File: config.mk
export PLATFORM = sky130hd
export DESIGN_NAME = sub_bus_memory
export DESIGN_NICKNAME = d
export VERILOG_FILES = /design/src/sub_bus_memory.v
export VERILOG_INCLUDE_DIRS = /design/src
export SDC_FILE = /design/constraint.sdc
export NUM_CORES = 1
export LEC_CHECK = 0
export BUFFER_PORTS_ARGS = -buffer_cell sky130_fd_sc_hd__buf_2
export CORE_ASPECT_RATIO = 1.75
export CORE_MARGIN = 2
export CORE_UTILIZATION = 45
export CTS_BUF_LIST = sky130_fd_sc_hd__clkbuf_2
export DETAILED_ROUTE_END_ITERATION = 10
export PLACE_DENSITY_LB_ADDON = 0.2
export SLEW_MARGIN = 5
export SYNTH_ARGS = -nofsm -noshare
export SYNTH_HDL_FRONTEND = slang
export SYNTH_SLANG_ARGS = --single-unit
File: constraint.sdc
create_clock -name clk_sys -period 5.1 [get_ports clk_sys]
set_clock_uncertainty 0.05 [all_clocks]
set_input_delay 1.275 -clock clk_sys [delete_from_list [all_inputs] [get_ports clk_sys]]
set_output_delay 1.275 -clock clk_sys [all_outputs]
set_load 0.02 [all_outputs]
File: src/sub_bus_regs.vh
// Purpose: line positions, operation codes and pin-side constants for the
//          memory end of the local multiplexed sub bus
// Assumes: included by the memory slave only
// Notes:   definitions only, no logic
`ifndef SUB_BUS_REGS_VH
`define SUB_BUS_REGS_VH

// width of the shared address/data lines
`define SB_W 24
// address phase: word address bits 0..11 ride on lines 0..11
`define SB_ALO_MSB 11
`define SB_ALO_LSB 0
// address phase: word address bits 12..17 ride on lines 18..23
`define SB_AHI_MSB 23
`define SB_AHI_LSB 18
// address phase: operation code bits and read/write level
`define SB_A18 15
`define SB_A19 16
`define SB_RW 17
// data phase: data lines and the two odd parity lines
`define SB_DAT_MSB 15
`define SB_DAT_LSB 0
`define SB_LPAR 16
`define SB_UPAR 17
// byte boundaries inside the data field
`define SB_LO_MSB 7
`define SB_HI_LSB 8
// data phase: function select and function control lines
`define SB_FSEL_MSB 20
`define SB_FSEL_LSB 18
`define SB_FCTL_MSB 23
`define SB_FCTL_LSB 21
// output enable patterns: memory drives data and parity only
`define SB_OE_DATA 24'h03ffff
`define SB_OE_NONE 24'h000000
// operation codes from address bits 19,18
`define OP_NONE 2'h0
`define OP_LOW 2'h1
`define OP_UP 2'h2
`define OP_WORD 2'h3
// word address width on the bus
`define WADDR_W 18
// synchroniser reset value for the control pins: all strobes released
`define CTL_IDLE 4'hf
// byte enable patterns for the commit stream
`define BE_LOW 2'h1
`define BE_UP 2'h2
`define BE_WORD 2'h3

`endif

File: src/sub_bus_memory.v
// Purpose: memory module end of the local multiplexed sub bus
// Assumes: bus pins arrive asynchronous to clk_sys and are double synced;
//          strobes and reply are active low on the wire
// Notes:   accepted writes update local storage and are also pushed into a
//          two-entry buffer toward the user side; a full buffer holds off
//          the data-phase reply so no word is lost
//
// Function
// - memory transfer: address phase then data phase
// - function transfers carry no address phase
// - lines twelve to fourteen ignored during address
// - rw plus bits 19,18 select byte/word operation
// - odd parity per byte, always both valid
// - top six lines: function select and control
// - matching memory replies at once, latches address
// - data strobe; memory or master drives data
// - memory replies on accept; master releases strobe
// - function strobe plus six lines address function
// - address strobe and reply on phase-four edges
`timescale 1ns/100ps
`include "sub_bus_regs.vh"

module sub_bus_memory #(
   parameter AW = 6,                // local word address width
   parameter [`WADDR_W-1:0] BASE = 18'h00000 // first word answered
) (
   // clock, reset, enable
   input wire clk_sys,
   input wire rstn,
   input wire ce,
   // phase-four master clock, a pin
   input wire phase4_clk,
   // shared lines, three-state
   input wire [`SB_W-1:0] shared_lines_i,
   output reg [`SB_W-1:0] shared_lines_o,
   output reg [`SB_W-1:0] shared_lines_oe,
   // transfer strobes from the master, active low
   input wire address_phase_strobe_n,
   input wire data_strobe_n,
   input wire function_strobe_n,
   // memory reply, open collector
   output reg memory_reply_n_o,
   output reg memory_reply_oe,
   // commit stream of accepted writes
   output reg wr_valid,
   input wire wr_ready,
   output reg [AW-1:0] wr_addr,
   output reg [1:0] wr_be,
   output reg [15:0] wr_data,
   // one-cycle pulse on a write with bad parity
   output reg parity_error
);

   ////////////////////////////////////////////////////////////////////////
   // one-hot states
   localparam [5:0] S_IDLE = 6'h01; // waiting for an address phase
   localparam [5:0] S_ADDR = 6'h02; // address reply on
   localparam [5:0] S_WAIT = 6'h04; // waiting for the data strobe
   localparam [5:0] S_RDRV = 6'h08; // read data settling on the lines
   localparam [5:0] S_HOLD = 6'h10; // write data settling / buffer full
   localparam [5:0] S_ACK = 6'h20;  // data reply on until strobe release
   localparam BW = AW + 2 + 16;     // buffer entry width

   // odd parity bit for one byte
   function odd_par;
      input [7:0] b;
      begin
         odd_par = ~^b;
      end
   endfunction

   // entry packing for the two-entry buffer
   function [BW-1:0] pack;
      input [AW-1:0] a;
      input [1:0] be;
      input [15:0] d;
      begin
         pack = {a, be, d};
      end
   endfunction

   ////////////////////////////////////////////////////////////////////////
   // synchronisers: first stage read only by the second
   reg [`SB_W-1:0] sb_s1_q, sb_s2_q;
   reg [3:0] ctl_s1_q, ctl_s2_q; // {phase4, atr_n, dtr_n, fen_n}
   reg ph4_d1_q;                 // delayed copy for the falling edge

   always @(posedge clk_sys or negedge rstn) begin
      if (!rstn) begin
         sb_s1_q <= `SB_OE_NONE;
         sb_s2_q <= `SB_OE_NONE;
         ctl_s1_q <= `CTL_IDLE;
         ctl_s2_q <= `CTL_IDLE;
         ph4_d1_q <= 1'b1;
      end else if (ce) begin
         sb_s1_q <= shared_lines_i;
         sb_s2_q <= sb_s1_q;
         ctl_s1_q <= {phase4_clk, address_phase_strobe_n, data_strobe_n,
                      function_strobe_n};
         ctl_s2_q <= ctl_s1_q;
         ph4_d1_q <= ctl_s2_q[3];
      end
   end

   wire atr = ~ctl_s2_q[2];
   wire dtr = ~ctl_s2_q[1];
   wire fen = ~ctl_s2_q[0];
   wire ph4_fall = ph4_d1_q & ~ctl_s2_q[3];

   ////////////////////////////////////////////////////////////////////////
   // address phase decode
   // lines twelve to fourteen are left out of the address on purpose
   wire [`WADDR_W-1:0] bus_addr = {sb_s2_q[`SB_AHI_MSB:`SB_AHI_LSB],
                                   sb_s2_q[`SB_ALO_MSB:`SB_ALO_LSB]};
   wire [1:0] bus_op = {sb_s2_q[`SB_A19], sb_s2_q[`SB_A18]};
   wire bus_rw = sb_s2_q[`SB_RW];
   // the forbidden code gets no reply, so the master falls back elsewhere
   wire op_ok = (bus_op != `OP_NONE);
   wire hit = (bus_addr[`WADDR_W-1:AW] == BASE[`WADDR_W-1:AW]);
   // a function strobe alone is not ours: no address phase means no match
   wire start = atr & ~fen & hit & op_ok & ph4_fall;

   // data phase fields
   wire [7:0] in_lo = sb_s2_q[`SB_LO_MSB:`SB_DAT_LSB];
   wire [7:0] in_hi = sb_s2_q[`SB_DAT_MSB:`SB_HI_LSB];
   wire par_bad = (sb_s2_q[`SB_LPAR] != odd_par(in_lo)) |
                  (sb_s2_q[`SB_UPAR] != odd_par(in_hi));

   ////////////////////////////////////////////////////////////////////////
   // storage and latched address-phase information
   reg [15:0] mem_q [0:(1<<AW)-1];
   reg [5:0] state_q;
   reg [AW-1:0] addr_q;   // word index latched in the address phase
   reg [1:0] op_q;        // byte/word selection
   reg rw_q;              // high means the master writes

   // two-entry buffer: head feeds the ports, tail absorbs a stall
   reg [BW-1:0] tail_q;
   reg tail_valid_q;
   wire buf_full = tail_valid_q;
   wire pop = wr_valid & wr_ready;

   wire [15:0] cur = mem_q[addr_q];
   // byte writes keep the other byte of the stored word
   wire [15:0] merged = {(op_q[1] ? in_hi : cur[`SB_DAT_MSB:`SB_HI_LSB]),
                         (op_q[0] ? in_lo : cur[`SB_LO_MSB:`SB_DAT_LSB])};
   wire push = (state_q == S_HOLD) & ~buf_full;

   ////////////////////////////////////////////////////////////////////////
   // transfer sequencer
   always @(posedge clk_sys or negedge rstn) begin
      if (!rstn) begin
         state_q <= S_IDLE;
         addr_q <= {AW{1'b0}};
         op_q <= `OP_NONE;
         rw_q <= 1'b0;
         memory_reply_n_o <= 1'b0;
         memory_reply_oe <= 1'b0;
         shared_lines_o <= `SB_OE_NONE;
         shared_lines_oe <= `SB_OE_NONE;
         parity_error <= 1'b0;
      end else if (ce) begin
         parity_error <= 1'b0;
         memory_reply_n_o <= 1'b0; // the wire is only ever pulled low
         case (state_q)
            S_IDLE: begin
               // reply and latch together, on the phase-four edge
               if (start) begin
                  addr_q <= bus_addr[AW-1:0];
                  op_q <= bus_op;
                  rw_q <= bus_rw;
                  memory_reply_oe <= 1'b1;
                  state_q <= S_ADDR;
               end
            end
            S_ADDR: begin
               // reply drops when the address phase ends or data starts
               if (!atr || dtr) begin
                  memory_reply_oe <= 1'b0;
                  state_q <= S_WAIT;
               end
            end
            S_WAIT: begin
               // data phase is asynchronous; a linked function strobe may
               // delay it arbitrarily
               if (dtr) begin
                  if (rw_q) begin
                     state_q <= S_HOLD;
                  end else begin
                     shared_lines_o <= {{(`SB_W-`SB_UPAR-1){1'b0}},
                                        odd_par(cur[`SB_DAT_MSB:`SB_HI_LSB]),
                                        odd_par(cur[`SB_LO_MSB:`SB_DAT_LSB]),
                                        cur};
                     // function select/control lines stay released for the
                     // function modules
                     shared_lines_oe <= `SB_OE_DATA;
                     state_q <= S_RDRV;
                  end
               end else if (atr && ph4_fall) begin
                  // a fresh address phase means the old one was dropped
                  state_q <= S_IDLE;
               end
            end
            S_RDRV: begin
               // one cycle of settling before the reply
               memory_reply_oe <= 1'b1;
               state_q <= S_ACK;
            end
            S_HOLD: begin
               // accept only with room in the buffer: back-pressure
               if (!buf_full) begin
                  mem_q[addr_q] <= merged;
                  parity_error <= par_bad;
                  memory_reply_oe <= 1'b1;
                  state_q <= S_ACK;
               end
            end
            S_ACK: begin
               // the master ends the data phase by releasing the strobe
               if (!dtr) begin
                  memory_reply_oe <= 1'b0;
                  shared_lines_oe <= `SB_OE_NONE;
                  state_q <= S_IDLE;
               end
            end
            default: begin
               memory_reply_oe <= 1'b0;
               shared_lines_oe <= `SB_OE_NONE;
               state_q <= S_IDLE;
            end
         endcase
      end
   end

   ////////////////////////////////////////////////////////////////////////
   // two-entry commit buffer, head registers are the output ports
   wire [BW-1:0] in_ent = pack(addr_q, op_q, merged);

   always @(posedge clk_sys or negedge rstn) begin
      if (!rstn) begin
         wr_valid <= 1'b0;
         wr_addr <= {AW{1'b0}};
         wr_be <= 2'h0;
         wr_data <= 16'h0000;
         tail_q <= {BW{1'b0}};
         tail_valid_q <= 1'b0;
      end else if (ce) begin
         if (pop && tail_valid_q) begin
            // tail moves to head; a push refills the tail
            {wr_addr, wr_be, wr_data} <= tail_q;
            if (push) begin
               tail_q <= in_ent;
            end else begin
               tail_valid_q <= 1'b0;
            end
         end else if (pop) begin
            // head emptied; a push takes its place directly
            wr_valid <= push;
            if (push) begin
               {wr_addr, wr_be, wr_data} <= in_ent;
            end
         end else if (push) begin
            // no pop: fill head first, then tail
            if (!wr_valid) begin
               {wr_addr, wr_be, wr_data} <= in_ent;
               wr_valid <= 1'b1;
            end else begin
               tail_q <= in_ent;
               tail_valid_q <= 1'b1;
            end
         end
      end
   end

endmodule // sub_bus_memory

==> results of run 1 <==
## where the power goes
group / internal (mW) / switching [mW]
clock network: 2.06 / 3.62
logic: 4.57 / 10.3
registers: 13.7 / 0.439
total: 20.3 / 14.4
## state kept, by name (all words and copies together), names as in the netlist
signal and flops:
shared_lines_oe 1, ctl_s2_q 4, wr_addr 6, sb_s1_q 24, ph4_d1_q 1, tail_q 24, wr_data 16, op_q 2
state_q 6, addr_q 6, buf_full 1, shared_lines_o 18, mem_q 1024, ctl_s1_q 4, memory_reply_oe 1, rw_q 1
parity_error 1, sb_s2_q 24, wr_valid 1, wr_be 2
## routing by layer
layer  track usage, %  vias up  routed length, um
li1                 -    12000                  -
met1             34.4    14900              53600
met2             49.7     1729              78100
met3             6.27      445              12700
met4             20.2        4              11900
met5                0        -                 22
## final timing paths
kind | slack (ps) | cells after the start | endpoint | start
worst max-delay path | 410 | 8 | mem_q[48][4] | addr_q[1]
max in group asynchronous | 4040 | 3 | sb_s1_q[19] | rstn
worst min register to register | 440 | 2 | sb_s2_q[9] | sb_s1_q[9]
min in group clk_sys | 310 | 3 | sb_s1_q[17] | shared_lines_i[17]
worst max register to register | 410 | 8 | mem_q[48][4] | addr_q[1]
worst min-delay path | 280 | 3 | tail_q[18] | rstn
## per-stage QoR
step                utilization (%)  instances  hold WS, ps  cell area, um^2
CTS                            51.1       4685          174            52100
floorplan                         -       2753          399            46200
finish                         51.2       4693          278            52100
global route                   51.2       4691          220            52100
detailed placement             48.6       4212          416            49500
global placement               48.6       4212          406            49500
## cells in the mapped netlist, types with 35 or more instances
cell type,count
edfxtp_1,1024
mux4_2,40
o21ai_0,133
nor2_1,116
clkbuf_1,61
o22ai_1,35
dfrtp_1,133
nand2_1,138
a22oi_1,137
buf_4,50
mux2i_1,112
buf_2,60
a221oi_1,116
mux2_2,118
a21oi_1,75
## tightest hold or removal path, cell delays in order
cell	delay, ps
dlygate4sd3_1	550
buf_6	130
buf_12	530
## kinds of logic (layout without fill, tap and decap cells)
group	Yosys count	after routing	synth area share, %
AO/OA/AOI/OAI	657	657	10.2
flip-flops	1167	1167	74.3
multiplexers	288	288	7.82
buffers and inverters	240	838	3.19
XOR/XNOR	25	25	0.593
other	1	21	0.00812
AND/OR/NAND/NOR	360	360	3.74
adder cells (fa/ha/maj)	3	3	0.0813
## area by class of cell
class	instances	area, um^2	area share [%]
inverter	21	80.1	0.154
timing repair buffer	375	3060	5.88
clock buffer	322	1610	3.09
tap	1334	1670	3.20
sequential	1167	34400	65.9
multi-input combinational	1346	10700	20.5
clock inverter	120	642	1.23
antenna	8	20.0	0.0384
==> metrics.md, run 1 <==
| Metric | Value |
|---|---|
| Max-Cap Viols | `0` |
| RSZ-0062 raised after global routing | `false` |
| Yosys warning count | `0` |
| Largest net degree at the start of global routing | `144` |
| Die extent in y | `428 um` |
| Sequential area share after synthesis | `74.3%` |
| Commonest non-fill, non-tap cell in the layout | `edfxtp_1` |
| Port-buffer cells | `94` |
| Most frequent cells in the layout | `edfxtp_1 (1024), clkbuf_2 (322), buf_4 (218), nand2_1 (138), a22oi_1 (137)` |
| Least-Margin Pin Slew | `1230 ps` |
| Status | `completed` |
| Distinct cells, synth | `88` |
| Layout Nets | `3185` |
| Synthesized flop and latch total | `1167` |
| Synth Flop Type | `edfxtp_1` |
| Dpl ws | `622 ps` |
| Worst min path class | `primary input to asynchronous set/reset pin` |
| EDFF count, synth | `1024` |
| PostCTS Resize Cnt | `0` |
| Synth Instances | `2741` |
| Via/cell ratio | `6.19` |
| Post-route setup slack | `407 ps` |
| Crit Path Class | `flop to flop` |
| Avg WL per Cell | `33.3 um` |
| Synthesized area | `0.0462 mm^2` |
| Max FO, Critical Path | `41` |
| CP bufs+invs | `2` |
| Critical path's slowest cell | `nor2b_4` |
| Crit-path max cell delay | `990 ps` |
| Tot GR Track Use | `29.9%` |
| Final min period | `4690 ps` |
| Row count | `155` |
| Cts-stage hold buffer count | `31` |
| Max-slew violation count | `0` |
| Max Clock Freq | `0.213 GHz` |
| Ports | `108` |
| Worst Path Required | `6450 ps` |
| Routability congestion estimate | `0.977` |
| Fillcell total | `8513` |
| Clock-pin slew on the worst setup and hold paths | `130 ps` |
| Final setup viols | `0` |
| Post-synth top area share | `66.6%` |
| CTS sink cnt | `1167` |
| CTS max path bufs | `3` |
| Arr. time, crit path | `6040 ps` |
| Final-report hold violation count | `0` |
| Slew headroom | `18.1%` |
| Via Count | `29000` |
| Element type at the critical path end | `flop` |
| Top cell type by total area after synthesis | `edfxtp_1` |
| HPWL reported at the end of detailed placement | `100000 um` |
| Core Region | `0.102 mm^2` |
| Worst-path cell chain | `nor2b_4 > buf_4 > a221o_1 > a22oi_1 > o22ai_1 > nor3_1 > mux2i_4 > buf_12` |
| Clk_lat worst skew | `1690 ps` |
| Layout cell share with drive strength beyond 1 | `28.0%` |
| Worst vdd ir | `783 uV` |
| Post-route DRC violation count | `0` |
| Leakage | `18.1 nW` |
| Delay-heaviest family, CP | `simple AND/OR/NAND/NOR gates` |
| Vias in the first global route | `29100` |
| CTS Buf Count | `239` |
| Final period util | `92.0%` |
| DRT Pass-1 Iters | `6` |
| Postcts setup bufs | `0` |
| Routed Wire Length | `156000 um` |
| First-pass GRT wire length | `219000 um` |
| H-Tree Depth | `4` |
| Synth area leaders | `edfxtp_1 (67%), dfrtp_1 (7.2%), mux2_2 (2.9%)` |
| Die X | `246 um` |
| Initial antenna violation count | `8` |
| Post-route ant nets | `0` |
| Starting Density | `45.4%` |
| Total power | `34.7 mW` |
| Total Die Area | `0.105 mm^2` |
| Pwr Density | `665 mW/mm^2` |
| Synthesized area per cell | `16.9 um^2` |
| 1st-iter DRT viols | `3087` |
| Worst setup SP type | `flop` |
| Root buf cell | `clkbuf_2` |
| Setup TNS | `0 ps` |
| Ys async rst share | `12.3%` |
| Area grow syn2layout | `12.8%` |
| Grt total ovfl | `0` |
| CTS tree | `yes` |
No activity file was read; power rests on OpenSTA's default activity.
==> run 2, diff against run 1 <==
Settings changed: MAX_ROUTING_LAYER from default to met4.
==> metrics.md, run 2 (synthesis results as in run 1) <==
| Metric | Value |
|---|---|
| Status | `completed (unchanged)` |
| Port-buffer cells | `94 (unchanged)` |
| Slew headroom | `19.5% (was 18.1%)` |
| Vias in the first global route | `29200 (was 29100)` |
| Fillcell total | `8560 (was 8513)` |
| Placed instance count | `4206 (was 4212)` |
| Final period util | `92.0% (about the same)` |
| Die X | `246 um (unchanged)` |
| Clk_lat worst skew | `1660 ps (was 1690 ps)` |
| Largest net degree at the start of global routing | `78 (was 144)` |
| Arr. time, crit path | `5930 ps (was 6040 ps)` |
| Starting Density | `45.4% (unchanged)` |
| Crit Path Class | `flop to flop (unchanged)` |
| Root buf cell | `clkbuf_2 (unchanged)` |
| Layout cell share with drive strength beyond 1 | `28.2% (was 28.0%)` |
| Total Die Area | `0.105 mm^2 (unchanged)` |
| Area grow syn2layout | `12.3% (was 12.8%)` |
| FF/Latch Area | `0.0344 mm^2 (unchanged)` |
| Setup TNS | `0 ps (unchanged)` |
| Initial antenna violation count | `4 (was 8)` |
| Worst Path Required | `6340 ps (was 6450 ps)` |
| Core Region | `0.102 mm^2 (unchanged)` |
| Post-route ant nets | `0 (unchanged)` |
| CTS max path bufs | `3 (unchanged)` |
| Grt total ovfl | `0 (unchanged)` |
| CTS sink cnt | `1167 (unchanged)` |
| Max-Cap Viols | `0 (unchanged)` |
| Final min period | `4690 ps (about the same)` |
| H-Tree Depth | `4 (unchanged)` |
| First-pass GRT wire length | `215000 um (was 219000 um)` |
| Tot GR Track Use | `30.2% (was 29.9%)` |
| DRT Pass-1 Iters | `7 (was 6)` |
| Row count | `155 (unchanged)` |
| Final setup viols | `0 (unchanged)` |
| Element type at the critical path end | `flop (unchanged)` |
| Fin cells | `4681 (was 4693)` |
| Post-route DRC violation count | `0 (unchanged)` |
| Routability congestion estimate | `0.962 (was 0.977)` |
| Avg WL per Cell | `33.0 um (was 33.3 um)` |
| CTS tree | `yes (unchanged)` |
| Routed Wire Length | `154000 um (was 156000 um)` |
| Ports | `108 (unchanged)` |
| CTS Buf Count | `240 (was 239)` |
| Area of the multi-input gates | `0.0107 mm^2 (about the same)` |
| Commonest non-fill, non-tap cell in the layout | `edfxtp_1 (unchanged)` |
| Hold slack | `380 ps (was 278 ps)` |
| Most flops, register | `mem_q (unchanged)` |
| Layout Nets | `3182 (was 3185)` |
| HPWL reported at the end of detailed placement | `99100 um (was 100000 um)` |
| RSZ-0062 raised after global routing | `false (unchanged)` |
| Clock-pin slew on the worst setup and hold paths | `120 ps (was 130 ps)` |
| Die extent in y | `428 um (unchanged)` |
| Max Clock Freq | `0.213 GHz (about the same)` |
| Max FO, Critical Path | `35 (was 41)` |
| Max-slew violation count | `0 (unchanged)` |
| Leakage | `18.0 nW (was 18.1 nW)` |
| Most frequent cells in the layout | `edfxtp_1 (1024), clkbuf_2 (347), buf_4 (218), nand2_1 (138), a22oi_1 (137) (was edfxtp_1 (1024), clkbuf_2 (322), buf_4 (218), nand2_1 (138), a22oi_1 (137))` |
| Via/cell ratio | `6.16 (was 6.19)` |
| Via Count | `28800 (was 29000)` |
| Final-report hold violation count | `0 (unchanged)` |
| Worst setup SP type | `flop (unchanged)` |
| Least-Margin Pin Slew | `1200 ps (was 1230 ps)` |
| Largest register FFs | `1024 (unchanged)` |
| Pwr Density | `662 mW/mm^2 (was 665 mW/mm^2)` |
| Worst vdd ir | `614 uV (was 783 uV)` |
| 1st-iter DRT viols | `3105 (was 3087)` |
| Worst min path class | `primary input to flop (was primary input to asynchronous set/reset pin)` |
## run 2: cell type report
| type | instances | share of cell area [%] |
|---|---|---|
| diodes | 5 | 0.0241 |
| repair buffers | 371 | 5.73 |
| clock buffers | 347 | 3.35 |
| multi-input cells | 1346 | 20.5 |
| clock inverters | 90 | 0.781 |
| flip-flops and latches | 1167 | 66.2 |
| inverters | 21 | 0.154 |
| well taps | 1334 | 3.22 |
## run 2: power by group
part,internal (mW),switching (mW),total (mW)
clock,1.94,3.58,5.51
combinational,4.47,10.2,14.7
sequential,13.7,0.482,14.2
total,20.1,14.3,34.4
## run 2: what timing repair did
action,4_1_cts,5_1_grt
hold buffers,33,0
buffers inserted,0,0
hold endpoints to repair,98,0
endpoints found under the setup margin,0,1
resized for setup,0,1
## run 2: metal layers
metal  up-vias  track usage, %  routed length [um]
met3       475            5.76               12100
met4         0            20.3               12000
met5         -               -                   0
li1      11900               -                   -
met2      1800            49.7               78000
met1     14600            32.9               52200
## run 2: worst paths after layout
| kind | start | endpoint | slack (ps) | cells after the start |
|---|---|---|---|---|
| setup / recovery | addr_q[3] | mem_q[8][12] | 410 | 7 |
| hold / removal | shared_lines_i[5] | sb_s1_q[5] | 380 | 3 |
| setup reg to reg | addr_q[3] | mem_q[8][12] | 410 | 7 |
| hold reg to reg | sb_s1_q[10] | sb_s2_q[10] | 420 | 2 |
| max in group asynchronous | rstn | sb_s2_q[23] | 2640 | 5 |
| min in group asynchronous | rstn | tail_q[5] | 670 | 4 |
## run 2: per-stage QoR
stage	cell area, um^2	worst slack, ps	power [mW]	utilization, %
floorplan	46200	547	21.6	-
global placement	49400	551	28.5	48.5
detailed placement	49400	547	28.7	48.5
CTS	51900	420	34.2	50.9
global route	51900	332	35.3	51.0
finish	51900	410	34.4	51.0
## run 2: worst max-delay path, stage by stage, from the launching register on
cell      delay [ps]
dfrtp_1          900
buf_4            350
or3b_2           640
buf_4            270
o211ai_1         970
and4bb_2         360
mux2i_4          330
buf_4            450
